File: src/verilog/lasp_pkg.sv
// Notes on behaviour
// - latched or transparent address and data, byte mix, combine freely
// - host holds both gates high for purely asynchronous accesses
// - host keeps both byte strobes high during every read
// - host changes address only while both byte strobes are high
// - host keeps address, select and data stable around every gate fall
// - write strobe means either byte strobe; write begins when either falls
`default_nettype none
package lasp_pkg;
	localparam int LASP_AW = 16;
	localparam int LASP_DW = 18;
	localparam int LASP_LANE_W = 9;
	localparam logic [1:0] LASP_LANE_LO = 2'h1;
	localparam logic [1:0] LASP_LANE_HI = 2'h2;
	localparam logic [1:0] LASP_LANE_NONE = 2'h0;
	// phase lengths in core clock cycles (40 ns each covers every min figure)
	localparam logic [3:0] LASP_SETUP_CYC = 4'h1;
	localparam logic [3:0] LASP_STRB_CYC = 4'h1;
	localparam logic [3:0] LASP_READ_CYC = 4'h1;
	localparam logic [3:0] LASP_HOLD_CYC = 4'h1;

	typedef struct packed {
		logic write;
		logic [1:0] lanes;
		logic latch_addr;
		logic latch_data;
		logic [LASP_AW-1:0] addr;
		logic [LASP_DW-1:0] wdata;
	} lasp_req_type;

	typedef struct packed {
		logic chip_sel_n;
		logic out_en_n;
		logic byt_low_strb_n;
		logic byt_hi_strb_n;
		logic addr_capture_gate;
		logic din_capture_gate;
	} lasp_ctl_type;

	localparam lasp_ctl_type LASP_CTL_IDLE = '{1'b1, 1'b1, 1'b1, 1'b1, 1'b1, 1'b1};
endpackage : lasp_pkg
`default_nettype wire

File: src/verilog/lasp_rd_sync.sv
`timescale 1ns/1ps
`default_nettype none
// three-stage sampler; change accepted when last two stages agree
module lasp_rd_sync #(
	parameter int W = 18
) (
	// clocking
	input wire logic core_clk_i,
	input wire logic rstn_i,
	input wire logic ce_i,
	// data
	input wire logic [W-1:0] d_i,
	output logic [W-1:0] q_o
);
	logic [W-1:0] s1;
	logic [W-1:0] s2;
	logic [W-1:0] s3;
	logic [W-1:0] q;
	logic [W-1:0] next_q;

	always_comb begin
		next_q = q;
		if (s2 == s3) begin
			next_q = s3;
		end
	end

	always_ff @(posedge core_clk_i or negedge rstn_i) begin
		if (!rstn_i) begin
			s1 <= '0;
			s2 <= '0;
			s3 <= '0;
			q <= '0;
		end else if (ce_i) begin
			s1 <= d_i;
			s2 <= s1;
			s3 <= s2;
			q <= next_q;
		end
	end

	assign q_o = q;
endmodule : lasp_rd_sync
`default_nettype wire

File: src/verilog/lasp_host.sv
`timescale 1ns/1ps
`default_nettype none
module lasp_host
	import lasp_pkg::*;
#(
	parameter logic [3:0] SYNC_CYC = 4'h4
) (
	// clocking
	input wire logic core_clk_i,
	input wire logic rstn_i,
	input wire logic ce_i,
	// request side
	input wire logic req_valid_i,
	input wire lasp_pkg::lasp_req_type req_i,
	output logic req_ready_o,
	output logic rsp_valid_o,
	output logic [lasp_pkg::LASP_DW-1:0] rsp_data_o,
	// memory pins
	output logic [lasp_pkg::LASP_AW-1:0] addr_o,
	output logic chip_sel_n_o,
	output logic out_en_n_o,
	output logic byt_low_strb_n_o,
	output logic byt_hi_strb_n_o,
	output logic addr_capture_gate_o,
	output logic din_capture_gate_o,
	input wire logic [lasp_pkg::LASP_DW-1:0] bus_pins_i,
	output logic [lasp_pkg::LASP_DW-1:0] bus_pins_o,
	output logic bus_pins_oe_o
);
	import lasp_pkg::*;

	// one access at a time; each phase but sync lasts its package count of core clocks, sync lasts SYNC_CYC
	typedef enum logic [5:0] {
		ST_IDLE = 6'h01,
		ST_SETUP = 6'h02,
		ST_STRB = 6'h04,
		ST_READ = 6'h08,
		ST_SYNC = 6'h10,
		ST_HOLD = 6'h20
	} lasp_state_type;

	lasp_state_type state;
	lasp_state_type next_state;
	lasp_req_type cur;
	lasp_req_type next_cur;
	lasp_ctl_type ctl;
	lasp_ctl_type next_ctl;
	logic [3:0] cnt;
	logic [3:0] next_cnt;
	logic oe;
	logic next_oe;
	logic rsp_valid;
	logic next_rsp_valid;
	logic [LASP_DW-1:0] rsp_data;
	logic [LASP_DW-1:0] next_rsp_data;
	logic [LASP_DW-1:0] rd_sampled;

	// strobe mask for a lane set; an empty set becomes both lanes
	function automatic logic [1:0] lasp_lanes(input logic [1:0] lanes);
		lasp_lanes = (lanes == LASP_LANE_NONE) ? (LASP_LANE_LO | LASP_LANE_HI) : lanes;
	endfunction : lasp_lanes

	// last cycle of a counted phase
	function automatic logic lasp_phase_end(input logic [3:0] count);
		lasp_phase_end = (count == 4'h1);
	endfunction : lasp_phase_end

	// pins are asynchronous to core_clk_i, so read data is resampled before use
	lasp_rd_sync #(
		.W(LASP_DW)
	) u_rd_sync (
		.core_clk_i(core_clk_i),
		.rstn_i(rstn_i),
		.ce_i(ce_i),
		.d_i(bus_pins_i),
		.q_o(rd_sampled)
	);

	// sequencer and pin group: pins move only on a core clock edge or an asynchronous reset
	always_comb begin
		next_state = state;
		next_ctl = ctl;
		next_cnt = cnt;
		next_oe = oe;
		case (state)
			ST_IDLE: begin
				next_ctl = LASP_CTL_IDLE;
				if (req_valid_i) begin
					// address and select presented with both strobes high
					next_ctl.chip_sel_n = 1'b0;
					next_oe = req_i.write;
					next_cnt = LASP_SETUP_CYC;
					next_state = ST_SETUP;
				end
			end
			ST_SETUP: begin
				next_cnt = cnt - 4'h1;
				if (lasp_phase_end(cnt)) begin
					// gate falls only after a full setup cycle of stable levels
					next_ctl.addr_capture_gate = !cur.latch_addr;
					next_ctl.din_capture_gate = !(cur.write && cur.latch_data);
					if (cur.write) begin
						// output enable left high through the write
						next_ctl.byt_low_strb_n = !cur.lanes[0];
						next_ctl.byt_hi_strb_n = !cur.lanes[1];
						next_cnt = LASP_STRB_CYC;
						next_state = ST_STRB;
					end else begin
						next_ctl.out_en_n = 1'b0;
						next_cnt = LASP_READ_CYC;
						next_state = ST_READ;
					end
				end
			end
			ST_STRB: begin
				next_cnt = cnt - 4'h1;
				if (lasp_phase_end(cnt)) begin
					// strobes rise before select and data move
					next_ctl.byt_low_strb_n = 1'b1;
					next_ctl.byt_hi_strb_n = 1'b1;
					next_cnt = LASP_HOLD_CYC;
					next_state = ST_HOLD;
				end
			end
			ST_READ: begin
				next_cnt = cnt - 4'h1;
				if (lasp_phase_end(cnt)) begin
					next_cnt = SYNC_CYC;
					next_state = ST_SYNC;
				end
			end
			ST_SYNC: begin
				// pin data takes the sampler's full depth before it is trusted
				next_cnt = cnt - 4'h1;
				if (lasp_phase_end(cnt)) begin
					next_ctl.out_en_n = 1'b1;
					next_cnt = LASP_HOLD_CYC;
					next_state = ST_HOLD;
				end
			end
			ST_HOLD: begin
				next_cnt = cnt - 4'h1;
				if (lasp_phase_end(cnt)) begin
					next_ctl = LASP_CTL_IDLE;
					next_oe = 1'b0;
					next_state = ST_IDLE;
				end
			end
			default: begin
				next_ctl = LASP_CTL_IDLE;
				next_oe = 1'b0;
				next_state = ST_IDLE;
			end
		endcase
	end

	// ce_i low freezes every group, so a stalled access resumes where it stopped
	always_ff @(posedge core_clk_i or negedge rstn_i) begin
		if (!rstn_i) begin
			state <= ST_IDLE;
			ctl <= LASP_CTL_IDLE;
			cnt <= 4'h0;
			oe <= 1'b0;
		end else if (ce_i) begin
			state <= next_state;
			ctl <= next_ctl;
			cnt <= next_cnt;
			oe <= next_oe;
		end
	end

	// request group: loaded only on a take, so the address moves with both strobes high
	always_comb begin
		next_cur = cur;
		if ((state == ST_IDLE) && req_valid_i) begin
			next_cur = req_i;
			next_cur.lanes = lasp_lanes(req_i.lanes);
		end
	end

	always_ff @(posedge core_clk_i or negedge rstn_i) begin
		if (!rstn_i) begin
			cur <= '0;
		end else if (ce_i) begin
			cur <= next_cur;
		end
	end

	// response group: one pulse as the sync phase closes
	always_comb begin
		next_rsp_valid = 1'b0;
		next_rsp_data = rsp_data;
		if ((state == ST_SYNC) && lasp_phase_end(cnt)) begin
			next_rsp_data = rd_sampled;
			next_rsp_valid = 1'b1;
		end
	end

	always_ff @(posedge core_clk_i or negedge rstn_i) begin
		if (!rstn_i) begin
			rsp_valid <= 1'b0;
			rsp_data <= '0;
		end else if (ce_i) begin
			rsp_valid <= next_rsp_valid;
			rsp_data <= next_rsp_data;
		end
	end

	assign req_ready_o = (state == ST_IDLE) && ce_i;
	assign rsp_valid_o = rsp_valid;
	assign rsp_data_o = rsp_data;
	assign addr_o = cur.addr;
	assign chip_sel_n_o = ctl.chip_sel_n;
	assign out_en_n_o = ctl.out_en_n;
	assign byt_low_strb_n_o = ctl.byt_low_strb_n;
	assign byt_hi_strb_n_o = ctl.byt_hi_strb_n;
	assign addr_capture_gate_o = ctl.addr_capture_gate;
	assign din_capture_gate_o = ctl.din_capture_gate;
	assign bus_pins_o = cur.wdata;
	// drive data only on writes, never while a read is enabled
	assign bus_pins_oe_o = oe;
endmodule : lasp_host
`default_nettype wire

File: config.mk
export PLATFORM = sky130hd
export DESIGN_NAME = lasp_host
export DESIGN_NICKNAME = d
export VERILOG_FILES = /design/src/verilog/lasp_pkg.sv /design/src/verilog/lasp_rd_sync.sv /design/src/verilog/lasp_host.sv
export SDC_FILE = /design/constraint.sdc
export NUM_CORES = 1
export LEC_CHECK = 0
export BUFFER_PORTS_ARGS = -buffer_cell sky130_fd_sc_hd__buf_2
export CAP_MARGIN = 20
export CORE_AREA = 2 2 84 167
export DETAILED_ROUTE_END_ITERATION = 12
export DIE_AREA = 0 0 86 169
export HOLD_SLACK_MARGIN = 0.03
export PLACE_DENSITY_LB_ADDON = 0.2
export SYNTH_ARGS = -nofsm -noshare
export SYNTH_HDL_FRONTEND = slang
export SYNTH_SLANG_ARGS = --single-unit
File: constraint.sdc
create_clock -name core_clk_i -period 4.3 [get_ports core_clk_i]
set_input_delay 0.43 -clock core_clk_i [delete_from_list [all_inputs] [get_ports core_clk_i]]
set_output_delay 0.43 -clock core_clk_i [all_outputs]
set_load 0.05 [all_outputs]
==> impl_metrics.tcl <==
set metrics [dict create \
    cts_setup_buffers 0 \
    synth_edf_count 0 \
    start_util_pct 48.9 \
    h-tree-depth 4 \
    clkTransAtPathRegs_ps 60 \
    post-dp-hpwl_um 7970 \
    hold_path_class "in2async" \
    p_per_area_mw_per_mm2 715 \
    setup_violations 0 \
    reg2reg_depth 4 \
    finalHoldViolCount 0 \
    crit_path_end_kind "output port" \
    ys_types 49 \
    grt_overflow 0 \
    fin_worst_skew_ps 6.94 \
    r2r-end "bus_pins_o[8]" \
    antenna_found_initial 0 \
    vias_per_cell 5.25 \
    pin_count 122 \
    drive_gt1_share_pct 52.2 \
    clock_latency_ps 410 \
    die_h_um 169 \
    finalNetCount 612 \
    crit_path_start_kind "flop" \
    ctsResizeCount 0 \
    worstPathArrival_ps 2490 \
    nFillCells 1108 \
    cts_tree "yes" \
    layout_setup_ws_ps 1380 \
    synth_nets 522 \
    finalSetupTns_ps 0 \
    wl_per_cell_um 16.3 \
    slew_headroom_pct 39.6 \
    synth.largest_area_cell "dfrtp_1" \
    root_buffer "clkbuf_16" \
    vias 3758 \
    clock_sinks 147 \
    synth_top_area_share_pct 53.9 \
    ys.flop_type "dfrtp_1" \
    ys_seq_area_share_pct 56.7 \
    crit_fanout 12 \
    core_mm2 0.0133 \
    rsz0062_at_grt "false" \
    final_max_slew_viol_count 0 \
    io_buffers 121 \
    finalPower_mw 5.41 \
    max_slew.worst_pin.slew_ps 904 \
    synth_area_mm2 0.00650 \
    dieArea_mm2 0.0145 \
    area_delta_synth_final_pct 16.5 \
    yosys_warnings 0 \
    worstPathRequired_ps 3870 \
    path_class "reg2out" \
    syn_inst 459 \
    r2r_slack_ps 1610 \
    cellLeakagePower_nw 3.73 \
    synth.avg_cell_area_um2 14.2 \
    firstDrtPassIters 4 \
    finalCritPeriodShare_pct 67.9 \
    num_antenna_cells 0 \
    status "finished, final reports clean" \
    gp_congestion 0.870 \
    grtUsageTotal_pct 17.2 \
    grt_pass1_wl_um 19400 \
    holdBufCountCts 0 \
    routed_wl_um 11700 \
    numCtsBuffers 17 \
    drtIter0Drc 177 \
    period_needed_ps 2920 \
    dieWidth_um 86 \
    grt_max_degree 99 \
    ir_drop_v 0.000449 \
    synth-seq-cells 147 \
    ant_nets 0 \
    grt_pass1_vias 3785 \
    reg2reg_from "state[5]" \
    utilization_pct 57.0 \
    place_ws_ps 1400 \
    synth_area_leaders "dfrtp_1 (54%), mux2_2 (16%), mux2_4 (7.9%), buf_4 (3.9%), dfstp_2 (2.8%)" \
    final_cell_mix "dfrtp_1 (140), buf_2 (120), mux2_2 (95), mux2_4 (34)" \
    rows 60 \
    drcViolationCount 0 \
    fmax_mhz 343 \
    layout_commonest_cell "dfrtp_1" \
    async_flop_share_pct 100 \
    worst_hold_slack_ps 83.8 \
    clk_path_buf_depth 2 \
    drv_cap 0 \
]
[synthesized netlist by cell type, types with 6 or more instances]
cell,number
a21oi_1,7
buf_4,34
clkbuf_1,10
dfrtp_1,140
dfstp_2,7
inv_1,8
mux2_2,95
mux2_4,34
nand2_1,8
nand3_1,6
nor2b_1,6
nor3_1,6
o21ai_0,17
xnor2_1,11
xor2_1,11
[cells by family (layout without fill, tap and decap cells)]
group                      after synthesis  after routing  synth area share (%)
DFF                                    147            147                  56.7
adders and majority gates                2              2                 0.385
and+or+nand+nor                         54             54                  5.02
muxes                                  130            130                  24.5
AOI/OAI and AO/OA                       43             43                  4.37
xor gates and xnor gates                22             22                  2.96
buffers and inverters                   61            163                  6.10
[per-stage QoR]
step,area (µm²),std cells
after floorplan,6500,459
after global placement,6960,685
after detailed placement,6960,685
after CTS,7570,716
after global routing,7570,716
final,7570,716
[how the worst max path moves through the flow]
stage,slack [ps],cells after the start,end,start
6_report,1380,4,req_ready_o,state[5]
5_1_grt,1290,4,req_ready_o,state[5]
4_1_cts,1390,4,req_ready_o,state[5]
3_5_place_dp,1400,5,u_rd_sync.q_o[8],ce_i
3_3_place_gp,1440,5,u_rd_sync.q_o[8],ce_i
2_1_floorplan,1710,4,req_ready_o,state[4]
[state kept, by name (all words and copies together), names as in the netlist, 4 cells and up]
signal         count
cur                5
u_rd_sync.s2      18
u_rd_sync.s3      18
state              6
cnt                4
u_rd_sync.s1      18
addr_o            16
u_rd_sync.q_o     18
bus_pins_o        18
rsp_data_o        18
[power by group]
group	internal [mW]	total [mW]	switching [mW]	leakage, nW
logic	0.729	1.92	1.19	1.62
registers	1.72	1.97	0.244	1.82
clock network	0.980	1.52	0.543	0.289
[metal layers]
layer	vias to the layer above	GRT usage (%)	part of all wire, %
met2	102	26.2	50
met3	11	4.83	4.6
met1	1879	23.5	45
met4	0	6.07	1.2
li1	1766	-	-
met5	-	0	0
[worst max-delay path, stage by stage (launching register included)]
cell and delay (ps):
dfrtp_1 500, or4_4 590, or3b_1 430, nor2_1 240, buf_2 320
[area by class of cell]
type                       instances  area, µm²  share of cell area, %
sequential                       147       3690                   48.7
multi-input combinational        251       2420                   31.9
timing repair buffer             124        634                   8.38
clock buffer                      21        450                   5.95
tap                              155        194                   2.56
clock inverter                    10        158                   2.08
inverter                           8       30.0                  0.397
No activity file was read; power rests on OpenSTA's default activity.
